### src/hw/msa_pkg.sv
// package: register indices, field layout, reset values and timing for the measurement sequencer
package msa_pkg;
  // timing
  localparam int CLK_HZ      = 20_000_000;
  localparam int US_CYC      = CLK_HZ / 1_000_000;
  localparam int DLY_STEP_MS = 2;
  localparam int DLY_STEP_US = DLY_STEP_MS * 1000;

  // register indices on the local register port
  localparam logic [3:0] IDX_CONFIG     = 4'h0;
  localparam logic [3:0] IDX_ADC_CFG    = 4'h1;
  localparam logic [3:0] IDX_SHUNT_CAL  = 4'h2;
  localparam logic [3:0] IDX_SHUNT      = 4'h3;
  localparam logic [3:0] IDX_BUS        = 4'h4;
  localparam logic [3:0] IDX_TEMP       = 4'h5;
  localparam logic [3:0] IDX_POWER      = 4'h6;
  localparam logic [3:0] IDX_DIAG       = 4'h7;
  localparam logic [3:0] IDX_SHUNT_UNDR = 4'h8;
  localparam logic [3:0] IDX_SHUNT_OVER = 4'h9;
  localparam logic [3:0] IDX_BUS_OVER   = 4'hA;
  localparam logic [3:0] IDX_BUS_UNDR   = 4'hB;
  localparam logic [3:0] IDX_TEMP_OVER  = 4'hC;
  localparam logic [3:0] IDX_PWR_OVER   = 4'hD;

  // reset values
  localparam logic [15:0] RST_CONFIG     = 16'h0000;
  localparam logic [15:0] RST_ADC_CFG    = 16'hFB68;
  localparam logic [15:0] RST_SHUNT_CAL  = 16'h1000;
  localparam logic [15:0] RST_SHUNT_UNDR = 16'h8000;
  localparam logic [15:0] RST_SHUNT_OVER = 16'h7FFF;
  localparam logic [15:0] RST_BUS_OVER   = 16'h7FFF;
  localparam logic [15:0] RST_BUS_UNDR   = 16'h0000;
  localparam logic [15:0] RST_TEMP_OVER  = 16'hFFFF;
  localparam logic [15:0] RST_PWR_OVER   = 16'h7FFF;

  // field positions
  localparam int F_MODE_LSB  = 12;
  localparam int F_BCT_LSB   = 9;
  localparam int F_SCT_LSB   = 6;
  localparam int F_TCT_LSB   = 3;
  localparam int F_AVG_LSB   = 0;
  localparam int F_DLY_LSB   = 6;
  localparam int F_CONT_BIT  = 3;
  localparam int D_LATCH     = 15;
  localparam int D_DONE_ALERT_ENABLE      = 14;
  localparam int D_SLOW      = 13;
  localparam int D_ALERT_POLARITY_SELECT      = 12;
  localparam int D_ARITHMETIC_OVERFLOW_FLAG    = 9;
  localparam int D_FAULT_LSB = 2;
  localparam int D_DONE      = 1;
  localparam int D_MEM       = 0;

  // channels
  localparam logic [1:0] CH_BUS   = 2'h0;
  localparam logic [1:0] CH_SHUNT = 2'h1;
  localparam logic [1:0] CH_TEMP  = 2'h2;
  localparam logic [1:0] CH_NONE  = 2'h3;

  // conversion times in microseconds and averaging shifts per code
  localparam logic [12:0] CT_US [8] = '{13'd50, 13'd84, 13'd150, 13'd280, 13'd540, 13'd1052, 13'd2074, 13'd4120};
  localparam logic [3:0]  AVG_SHIFT [8] = '{4'd0, 4'd2, 4'd4, 4'd6, 4'd7, 4'd8, 4'd9, 4'd10};

  typedef enum logic [1:0] {ST_IDLE, ST_DELAY, ST_CONV} msa_state_t;
endpackage

### src/hw/msa_sequencer.sv
// measurement sequencer, averaging, limit compare and alert pin control
// Operation
// - convert only inputs enabled by mode field
// - without averaging, each result stored at its end
// - per-input conversion time, 50 us to 4.12 ms
// - enabled inputs converted strictly one after another
// - averaging accumulates, outputs load after final pass
// - outputs hold until next completed result
// - continuous mode repeats forever
// - triggered mode runs once then shuts down
// - mode write aborts and restarts sequence
// - done flag set after whole sequence
// - done flag clears on non-shutdown mode write, diag read
// - power computed in parallel, no added time
// - start delay 0 to 510 ms, 2 ms steps
// - averaging 1 to 1024, common to inputs
// - filter settles within one conversion window
// - compare results to limits, set fault bits
// - latched alert held until diag read
// - done alert option, flag always updated
// - averaged-compare option uses averaged results
// - alert active low, polarity bit inverts
// - overflow flag set, never drives alert
// - trim memory ok bit reads one while trim_intact is high
// - trigger from shutdown completes then shuts down
// - power zero when calibration is zero
`timescale 1ns/1ps
module msa_sequencer #(
  parameter int CYC_PER_US = msa_pkg::US_CYC,
  parameter int ACC_W      = 26
) (
  // clock and reset
  input  wire logic        clk,
  input  wire logic        rst,
  // register port
  input  wire logic        reg_wr,
  input  wire logic        reg_rd,
  input  wire logic [3:0]  reg_sel,
  input  wire logic [15:0] reg_wdata,
  output logic      [15:0] reg_rdata,
  // converter front end
  output logic             adc_busy,
  output logic      [1:0]  adc_chan,
  input  wire logic [15:0] adc_sample,
  input  wire logic        trim_intact,
  // open-drain alert pin
  output logic             alert_out,
  output logic             alert_oe
);
  msa_pkg::msa_state_t st;
  logic        [15:0] config_reg;
  logic        [15:0] adc_cfg;
  logic        [15:0] shunt_cal;
  logic        [15:0] shunt_under_limit;
  logic        [15:0] shunt_over_limit;
  logic        [15:0] bus_over_limit;
  logic        [15:0] bus_under_limit;
  logic        [15:0] temperature_over_limit;
  logic        [15:0] power_over_limit;
  logic        [3:0]  diag_ctl;
  logic        [15:0] res [3];
  logic        [15:0] smp [3];
  logic signed [15:0] power;
  logic        [5:0]  fault;
  logic               conversion_done_flag;
  logic               arithmetic_overflow_flag;
  logic               trim_memory_ok_flag;
  logic        [1:0]  ch;
  logic        [19:0] us_cnt;
  logic        [15:0] pre;
  logic        [10:0] pass;
  logic               tick;
  logic               conv_end;
  logic               last_pass;
  logic               done_set;
  logic               mode_wr;
  logic               diag_rd;
  logic        [2:0]  en;
  logic        [3:0]  shift;
  logic        [10:0] pass_max;
  logic        [1:0]  first_ch;
  logic        [1:0]  next_ch;
  logic        [2:0]  ct_code;
  logic        [5:0]  now_fault;
  logic               alert_act;
  logic signed [31:0] prod;

  // first enabled channel at or after s
  function automatic logic [1:0] first_from(input logic [2:0] s, input logic [2:0] e);
    first_from = msa_pkg::CH_NONE;
    for (int i = 2; i >= 0; i--) begin
      if (i >= int'(s) && e[i]) begin
        first_from = 2'(i);
      end
    end
  endfunction

  assign mode_wr  = reg_wr && reg_sel == msa_pkg::IDX_ADC_CFG;
  assign diag_rd  = reg_rd && reg_sel == msa_pkg::IDX_DIAG;
  assign en       = adc_cfg[msa_pkg::F_MODE_LSB +: 3];
  assign shift    = msa_pkg::AVG_SHIFT[adc_cfg[msa_pkg::F_AVG_LSB +: 3]];
  assign pass_max = 11'((11'd1 << shift) - 11'd1);
  assign first_ch = first_from(3'd0, en);
  assign next_ch  = first_from(3'(ch) + 3'd1, en);
  assign tick     = pre == 16'(CYC_PER_US - 1);
  assign conv_end = st == msa_pkg::ST_CONV && tick && us_cnt == 20'd1;
  assign last_pass = pass == pass_max;
  assign done_set = conv_end && next_ch == msa_pkg::CH_NONE && last_pass && !mode_wr;

  always_comb begin
    unique case (ch)
      msa_pkg::CH_BUS:   ct_code = adc_cfg[msa_pkg::F_BCT_LSB +: 3];
      msa_pkg::CH_SHUNT: ct_code = adc_cfg[msa_pkg::F_SCT_LSB +: 3];
      default:           ct_code = adc_cfg[msa_pkg::F_TCT_LSB +: 3];
    endcase
  end

  // microsecond prescaler
  always_ff @(posedge clk or posedge rst) begin
    if (rst) begin
      pre <= 16'h0000;
    end else if (tick || mode_wr) begin
      pre <= 16'h0000;
    end else begin
      pre <= pre + 16'h0001;
    end
  end

  // sequencer state
  always_ff @(posedge clk or posedge rst) begin
    if (rst) begin
      st     <= msa_pkg::ST_IDLE;
      ch     <= msa_pkg::CH_BUS;
      us_cnt <= 20'h00000;
      pass   <= 11'h000;
    end else if (mode_wr) begin
      pass   <= 11'h000;
      ch     <= first_from(3'd0, reg_wdata[msa_pkg::F_MODE_LSB +: 3]);
      us_cnt <= 20'(config_reg[msa_pkg::F_DLY_LSB +: 8] * msa_pkg::DLY_STEP_US);
      if (reg_wdata[msa_pkg::F_MODE_LSB +: 3] == 3'h0) begin
        st <= msa_pkg::ST_IDLE;
      end else begin
        st <= msa_pkg::ST_DELAY;
      end
    end else begin
      unique case (st)
        msa_pkg::ST_IDLE: begin
          us_cnt <= 20'h00000;
        end
        msa_pkg::ST_DELAY: begin
          if (us_cnt == 20'h00000) begin
            st     <= msa_pkg::ST_CONV;
            us_cnt <= 20'(msa_pkg::CT_US[ct_code]);
          end else if (tick) begin
            us_cnt <= us_cnt - 20'h00001;
          end
        end
        msa_pkg::ST_CONV: begin
          if (conv_end) begin
            if (next_ch != msa_pkg::CH_NONE) begin
              ch <= next_ch;
              st <= msa_pkg::ST_DELAY;
            end else if (!last_pass) begin
              pass <= pass + 11'h001;
              ch   <= first_ch;
              st   <= msa_pkg::ST_DELAY;
            end else begin
              pass <= 11'h000;
              ch   <= first_ch;
              if (adc_cfg[msa_pkg::F_MODE_LSB + msa_pkg::F_CONT_BIT]) begin
                st <= msa_pkg::ST_DELAY;
              end else begin
                st <= msa_pkg::ST_IDLE;
              end
            end
          end else if (tick) begin
            us_cnt <= us_cnt - 20'h00001;
          end
        end
        default: st <= msa_pkg::ST_IDLE;
      endcase
    end
  end

  // the next window is loaded from the current channel's adc_cfg conversion-time field once the DELAY count reaches zero
  assign adc_busy = st == msa_pkg::ST_CONV;
  assign adc_chan = ch;

  // per-channel sample, accumulator and output register
  for (genvar g = 0; g < 3; g++) begin : g_chan
    logic signed [ACC_W-1:0] acc;
    logic signed [ACC_W-1:0] sum;
    assign sum = acc + ACC_W'($signed(adc_sample));
    always_ff @(posedge clk or posedge rst) begin
      if (rst) begin
        acc    <= '0;
        res[g] <= 16'h0000;
        smp[g] <= 16'h0000;
      end else if (mode_wr) begin
        acc <= '0;
      end else if (conv_end && ch == 2'(g)) begin
        smp[g] <= adc_sample;
        if (last_pass) begin
          res[g] <= 16'(sum >>> shift);
          acc    <= '0;
        end else begin
          acc <= sum;
        end
      end
    end
  end

  // power engine runs beside the sequencer
  assign prod = $signed(res[msa_pkg::CH_SHUNT]) * $signed({1'b0, res[msa_pkg::CH_BUS][15:1]});
  always_ff @(posedge clk or posedge rst) begin
    if (rst) begin
      power <= 16'sh0000;
    end else if (shunt_cal == 16'h0000) begin
      power <= 16'sh0000;
    end else begin
      power <= prod[30:15];
    end
  end

  // limit compare
  always_comb begin
    logic [15:0] s_sh;
    logic [15:0] s_bu;
    logic [15:0] s_tp;
    s_sh = diag_ctl[1] ? res[msa_pkg::CH_SHUNT] : smp[msa_pkg::CH_SHUNT];
    s_bu = diag_ctl[1] ? res[msa_pkg::CH_BUS] : smp[msa_pkg::CH_BUS];
    s_tp = diag_ctl[1] ? res[msa_pkg::CH_TEMP] : smp[msa_pkg::CH_TEMP];
    now_fault[5] = s_tp > temperature_over_limit;
    now_fault[4] = $signed(s_sh) > $signed(shunt_over_limit);
    now_fault[3] = $signed(s_sh) < $signed(shunt_under_limit);
    now_fault[2] = s_bu > bus_over_limit;
    now_fault[1] = s_bu < bus_under_limit;
    now_fault[0] = power > $signed(power_over_limit);
  end

  // status flags
  always_ff @(posedge clk or posedge rst) begin
    if (rst) begin
      fault                    <= 6'h00;
      conversion_done_flag     <= 1'b0;
      arithmetic_overflow_flag <= 1'b0;
      trim_memory_ok_flag      <= 1'b0;
    end else begin
      trim_memory_ok_flag <= trim_intact;
      if (diag_ctl[3]) begin
        fault <= (fault & ~{6{diag_rd}}) | now_fault;
      end else begin
        fault <= now_fault;
      end
      if (done_set) begin
        conversion_done_flag <= 1'b1;
      end else if (diag_rd || (mode_wr && reg_wdata[msa_pkg::F_MODE_LSB +: 3] != 3'h0)) begin
        conversion_done_flag <= 1'b0;
      end
      if (shunt_cal != 16'h0000 && prod[31] != prod[30]) begin
        arithmetic_overflow_flag <= 1'b1;
      end else if (diag_rd) begin
        arithmetic_overflow_flag <= 1'b0;
      end
    end
  end

  // alert pin: drive low while the asserted level is low
  assign alert_act = |fault || (diag_ctl[2] && conversion_done_flag);
  assign alert_out = 1'b0;
  always_ff @(posedge clk or posedge rst) begin
    if (rst) begin
      alert_oe <= 1'b0;
    end else begin
      alert_oe <= diag_ctl[0] ? !alert_act : alert_act;
    end
  end

  // register writes; diag_ctl = {latch, done alert, averaged compare, polarity}
  always_ff @(posedge clk or posedge rst) begin
    if (rst) begin
      config_reg             <= msa_pkg::RST_CONFIG;
      adc_cfg                <= msa_pkg::RST_ADC_CFG;
      shunt_cal              <= msa_pkg::RST_SHUNT_CAL;
      shunt_under_limit      <= msa_pkg::RST_SHUNT_UNDR;
      shunt_over_limit       <= msa_pkg::RST_SHUNT_OVER;
      bus_over_limit         <= msa_pkg::RST_BUS_OVER;
      bus_under_limit        <= msa_pkg::RST_BUS_UNDR;
      temperature_over_limit <= msa_pkg::RST_TEMP_OVER;
      power_over_limit       <= msa_pkg::RST_PWR_OVER;
      diag_ctl               <= 4'h0;
    end else if (reg_wr) begin
      unique case (reg_sel)
        msa_pkg::IDX_CONFIG:     config_reg             <= reg_wdata;
        msa_pkg::IDX_ADC_CFG:    adc_cfg                <= reg_wdata;
        msa_pkg::IDX_SHUNT_CAL:  shunt_cal              <= reg_wdata;
        msa_pkg::IDX_SHUNT_UNDR: shunt_under_limit      <= reg_wdata;
        msa_pkg::IDX_SHUNT_OVER: shunt_over_limit       <= reg_wdata;
        msa_pkg::IDX_BUS_OVER:   bus_over_limit         <= reg_wdata;
        msa_pkg::IDX_BUS_UNDR:   bus_under_limit        <= reg_wdata;
        msa_pkg::IDX_TEMP_OVER:  temperature_over_limit <= reg_wdata;
        msa_pkg::IDX_PWR_OVER:   power_over_limit       <= reg_wdata;
        msa_pkg::IDX_DIAG:       diag_ctl               <= reg_wdata[msa_pkg::D_ALERT_POLARITY_SELECT +: 4];
        default:                 diag_ctl               <= diag_ctl;
      endcase
    end
  end

  // registered read data
  always_ff @(posedge clk or posedge rst) begin
    if (rst) begin
      reg_rdata <= 16'h0000;
    end else if (reg_rd) begin
      unique case (reg_sel)
        msa_pkg::IDX_CONFIG:     reg_rdata <= config_reg;
        msa_pkg::IDX_ADC_CFG:    reg_rdata <= adc_cfg;
        msa_pkg::IDX_SHUNT_CAL:  reg_rdata <= shunt_cal;
        msa_pkg::IDX_SHUNT:      reg_rdata <= res[msa_pkg::CH_SHUNT];
        msa_pkg::IDX_BUS:        reg_rdata <= res[msa_pkg::CH_BUS];
        msa_pkg::IDX_TEMP:       reg_rdata <= res[msa_pkg::CH_TEMP];
        msa_pkg::IDX_POWER:      reg_rdata <= power;
        msa_pkg::IDX_DIAG:       reg_rdata <= {diag_ctl, 2'b00, arithmetic_overflow_flag, 1'b0, fault,
                                               conversion_done_flag, trim_memory_ok_flag};
        msa_pkg::IDX_SHUNT_UNDR: reg_rdata <= shunt_under_limit;
        msa_pkg::IDX_SHUNT_OVER: reg_rdata <= shunt_over_limit;
        msa_pkg::IDX_BUS_OVER:   reg_rdata <= bus_over_limit;
        msa_pkg::IDX_BUS_UNDR:   reg_rdata <= bus_under_limit;
        msa_pkg::IDX_TEMP_OVER:  reg_rdata <= temperature_over_limit;
        msa_pkg::IDX_PWR_OVER:   reg_rdata <= power_over_limit;
        default:                 reg_rdata <= 16'h0000;
      endcase
    end
  end

  a_shutdown_write: assert property (@(posedge clk) disable iff (rst)
    mode_wr && reg_wdata[14:12] == 3'h0 |=> st == msa_pkg::ST_IDLE && !adc_busy)
    else $error("shutdown write did not stop the sequence");
  a_restart_write: assert property (@(posedge clk) disable iff (rst)
    mode_wr && reg_wdata[14:12] != 3'h0 |=> st == msa_pkg::ST_DELAY && pass == 11'h000)
    else $error("mode write did not restart the sequence");
  a_done_set: assert property (@(posedge clk) disable iff (rst)
    done_set |=> conversion_done_flag)
    else $error("done flag not set at sequence end");
  a_done_clear: assert property (@(posedge clk) disable iff (rst)
    diag_rd && !done_set |=> !conversion_done_flag)
    else $error("done flag not cleared by diag read");
  a_trig_stop: assert property (@(posedge clk) disable iff (rst)
    done_set && !adc_cfg[15] && !mode_wr |=> st == msa_pkg::ST_IDLE [*3])
    else $error("triggered sequence did not shut down");
  a_alert_level: assert property (@(posedge clk) disable iff (rst)
    ##1 alert_oe == ($past(diag_ctl[0]) ^ $past(alert_act)))
    else $error("alert pin level wrong for polarity");
  a_latch_hold: assert property (@(posedge clk) disable iff (rst)
    diag_ctl[3] && |fault && !diag_rd && !reg_wr |=> |fault)
    else $error("latched alert released without diag read");
  a_power_zero: assert property (@(posedge clk) disable iff (rst)
    shunt_cal == 16'h0000 && !reg_wr |=> ##1 power == 16'sh0000)
    else $error("power not zero with zero calibration");
  a_output_hold: assert property (@(posedge clk) disable iff (rst)
    !conv_end |=> $stable(res[msa_pkg::CH_BUS]))
    else $error("bus result changed without a completed conversion");
  a_chan_enabled: assert property (@(posedge clk) disable iff (rst)
    adc_busy |-> en[adc_chan])
    else $error("conversion window on a disabled input");
  a_delay_hold: assert property (@(posedge clk) disable iff (rst)
    st == msa_pkg::ST_DELAY && us_cnt != 20'h00000 && !mode_wr |=> !adc_busy)
    else $error("conversion started before the delay ran out");
  a_trim_flag: assert property (@(posedge clk) disable iff (rst)
    trim_intact |=> trim_memory_ok_flag)
    else $error("trim memory flag not set while memory intact");
  a_alert_fault: assert property (@(posedge clk) disable iff (rst)
    |fault && !diag_ctl[0] |=> alert_oe)
    else $error("fault present but alert pin not pulled");
  a_avg_compare: assert property (@(posedge clk) disable iff (rst)
    diag_ctl[1] && res[msa_pkg::CH_BUS] > bus_over_limit |=> fault[2])
    else $error("averaged bus result over limit not flagged");
endmodule // msa_sequencer

### config.mk
export PLATFORM = sky130hd
export DESIGN_NAME = msa_sequencer
export DESIGN_NICKNAME = d
export VERILOG_FILES = /design/src/hw/msa_pkg.sv /design/src/hw/msa_sequencer.sv
export SDC_FILE = /design/constraint.sdc
export NUM_CORES = 2
export LEC_CHECK = 0
export ABC_CLOCK_PERIOD_IN_PS = 16700
export BUFFER_PORTS_ARGS = -buffer_cell sky130_fd_sc_hd__clkbuf_2
export CAP_MARGIN = 20
export CORE_MARGIN = 2
export CORE_UTILIZATION = 34
export DETAILED_ROUTE_END_ITERATION = 8
export PLACE_DENSITY = 0.45
export SYNTH_ARGS = -nofsm -noshare
export SYNTH_HDL_FRONTEND = slang
export SYNTH_SLANG_ARGS = --single-unit
### constraint.sdc
create_clock -name clk -period 16.7 [get_ports clk]
set_clock_uncertainty 0.05 [all_clocks]
set_input_delay 3.34 -clock clk [delete_from_list [all_inputs] [get_ports clk]]
set_output_delay 3.34 -clock clk [all_outputs]
set_load 0.1 [all_outputs]
==> flow_summary.json <==
{
  "crit_type": "flop to flop",
  "status": "finished, final reports clean",
  "dieArea_um2": 116400,
  "final_antenna_net_count": 0,
  "vias_per_cell": 5.548,
  "rows": 123,
  "h-tree-depth": 2,
  "rsz0062_at_grt": "false",
  "leakagePower_nw": 19.93,
  "numClockSinks": 415,
  "cellPowerDensity_nw_per_um2": 109.3,
  "period_share": 0.4477,
  "wl_per_cell_um": 24.83,
  "initial_utilization": 0.3431,
  "fin_setup_tns_ns": 0,
  "synth_area_um2": 38660,
  "cp-end-kind": "flop",
  "n_fill_cell": 11639,
  "post-dp-hpwl_um": 107400,
  "worstHoldPathType": "flop to flop",
  "reg_top3": "g_chan.acc x78, res x48, smp x48",
  "yosysMostFrequentCell": "nand2_1",
  "synth_cell_types": 93,
  "crit_buf_inv": 4,
  "crit_fanout": 18,
  "drt_iter0_drc": 2829,
  "synth_top_area_cell": "dfrtp_1",
  "path_cells": "and2_1 > fa_1 > inv_1 > fa_1 > fa_1 > fa_1 > inv_1 > fa_1 > inv_1 > fa_1 > inv_1 > ha_1 > a211o_1 > o211ai_1 > a21oi_1 > a211oi_1 > o211ai_1 > a31oi_1 > o21ai_1 > or4_1 > nand4_1",
  "synth_top_area_frac": 0.2214,
  "arrival_ns": 8.00,
  "holdBufCountCts": 0,
  "critPathRequiredTime_ns": 17.22,
  "max_freq_ghz": 0.1338,
  "crit_family": "adder cells",
  "overflow": 0,
  "cpMostUsedCell": "fa_1",
  "cts_setup_buffers": 0,
  "final_hold_viol_count": 0,
  "cpMaxStageDelayCell": "dfrtp_1",
  "synthTopCellsByArea": "dfrtp_1 (22%), fa_1 (14%), ha_1 (9.7%)",
  "async_flop_share": 1.000,
  "synth.avg_cell_area_um2": 8.923,
  "cap_violations": 0,
  "synth-seq-cells": 415,
  "vdd_drop_max_mv": 0.09450,
  "grt_max_degree": 128,
  "synth_edf_count": 0,
  "die_w_um": 341.2,
  "slew_headroom": 0.2774,
  "cts_tree": "built",
  "synthFlopType": "dfrtp_1",
  "post-route-drc-count": 0,
  "drt_pass1_iterations": 6,
  "layout.nets": 4901,
  "drv_slew": 0,
  "track_usage": 0.2481,
  "portBuffers": 60,
  "cts_root_buffer": "clkbuf_16",
  "min_period_ns": 7.477,
  "setup_violations": 0,
  "largest_reg_flops": 78,
  "synth_common_cells": "nand2_1 (594), inv_1 (472), dfrtp_1 (342), ha_1 (299), fa_1 (270)",
  "synth_nets": 4942,
  "cts.path.max_buffers": 3,
  "place_area_um2": 40600,
  "synthesis.instances": 4332,
  "die_y_um": 341.2,
  "grt_pass1_vias": 32322,
  "ys_seq_area_frac": 0.2710,
  "worst_pin_slew_ns": 1.084,
  "core_um2": 112700,
  "syn2layout_area_growth_pct": 9.820,
  "grt_pass1_wl_um": 218600,
  "cpPeakStageDelay_ns": 0.78,
  "ys_warn_count": 0,
  "cts_resized": 0,
  "design_area_um2": 42450,
  "largest-register": "g_chan.acc",
  "drive_gt1_frac": 0.1247,
  "antenna_found_initial": 3,
  "ioPinCount": 62,
  "final_util": 0.3768,
  "cts_buffers": 51,
  "via_count": 32360,
  "clk_pin_slew_ns": 0.06,
  "routed_wl_um": 144800,
  "worstSetupStartpointType": "flop",
  "clk_latency_ns": 0.64,
  "routabilityCongestion": 0.9419,
  "timing.hold.ws_ns": 0.4111
}
-- power breakdown --
part	switching, mW	internal, mW	leakage, nW	total, mW
logic	1.30	0.755	13.8	2.05
registers	0.161	1.17	5.26	1.34
clock network	0.510	0.743	0.886	1.25
-- through the flow --
| stage | total power [mW] | cells | worst slack (ns) |
|---|---|---|---|
| 2_1_floorplan | 2.762 | 4332 | 1.881 |
| 3_3_place_gp | 3.383 | 5737 | 9.309 |
| 6_report | 4.640 | 5833 | 9.223 |
| 5_1_grt | 4.952 | 5832 | 8.873 |
| 4_1_cts | 4.658 | 5832 | 9.271 |
| 3_5_place_dp | 3.378 | 5738 | 9.241 |
-- logic make-up (layout without fill, tap and decap cells) --
group,Yosys count,in the layout,share of synthesized area
AOI/OAI and AO/OA,967,967,0.1642
muxes,236,236,0.07014
xor gates and xnor gates,135,135,0.03059
DFF,415,415,0.2710
buffers and inverters,692,692,0.06784
and+or+nand+nor,1316,1316,0.1594
adders and majority gates,569,569,0.2366
other,2,3,0.0001943
-- area by class of cell --
| class | count | area [um^2] | area share |
|---|---|---|---|
| Antenna cell | 1 | 2.502 | 0.00005895 |
| Inverter | 472 | 1779 | 0.04191 |
| Clock inverter | 23 | 374.1 | 0.008813 |
| Tap cell | 1500 | 1877 | 0.04421 |
| Multi-Input combinational cell | 3225 | 25660 | 0.6044 |
| Sequential cell | 415 | 10480 | 0.2468 |
| Timing Repair Buffer | 126 | 812.0 | 0.01913 |
| Clock buffer | 71 | 1473 | 0.03469 |
-- metal layers --
layer,GRT usage,up-vias,routed length [um]
met5,0,-,13
met2,0.3834,948,63800
li1,-,14820,-
met1,0.3639,16410,68730
met3,0.03483,180,8522
met4,0.06131,2,3767
-- final timing paths --
path	cells after the start	startpoint	slack (ns)	end
max	21	res[21]	9.22	arithmetic_overflow_flag
min	2	smp[14]	0.41	smp[14]
max reg2reg	21	res[21]	9.22	arithmetic_overflow_flag
min reg2reg	2	smp[14]	0.41	smp[14]
max in group asynchronous	4	rst	11.48	bus_under_limit[11]
min in group asynchronous	2	rst	2.84	g_chan[0].acc[15]
-- layout by cell type (no fill, tap or decap), types with 52 or more instances in the layout --
master     Yosys  layout
mux2_2       189     189
clkbuf_16      0      52
nand2_1      594     594
dfrtp_1      342     340
and2_1       131     130
inv_1        472     471
xnor2_1       79      79
nand3_1       84      84
clkbuf_2       0      60
xor2_1        56      56
a22o_1        58      58
nor2_1       230     225
buf_4          2      64
ha_1         299     299
dfstp_2       73      73
a22oi_1       98      98
o21ai_0      235     235
fa_1         270     270
a21oi_1      197     195
-- tightest hold or removal path, cell delays in order, from the launching register on --
cell and delay [ns]:
dfrtp_1 0.34, nand2_1 0.05, nand2_1 0.04
(Power assumes the default switching activity.)
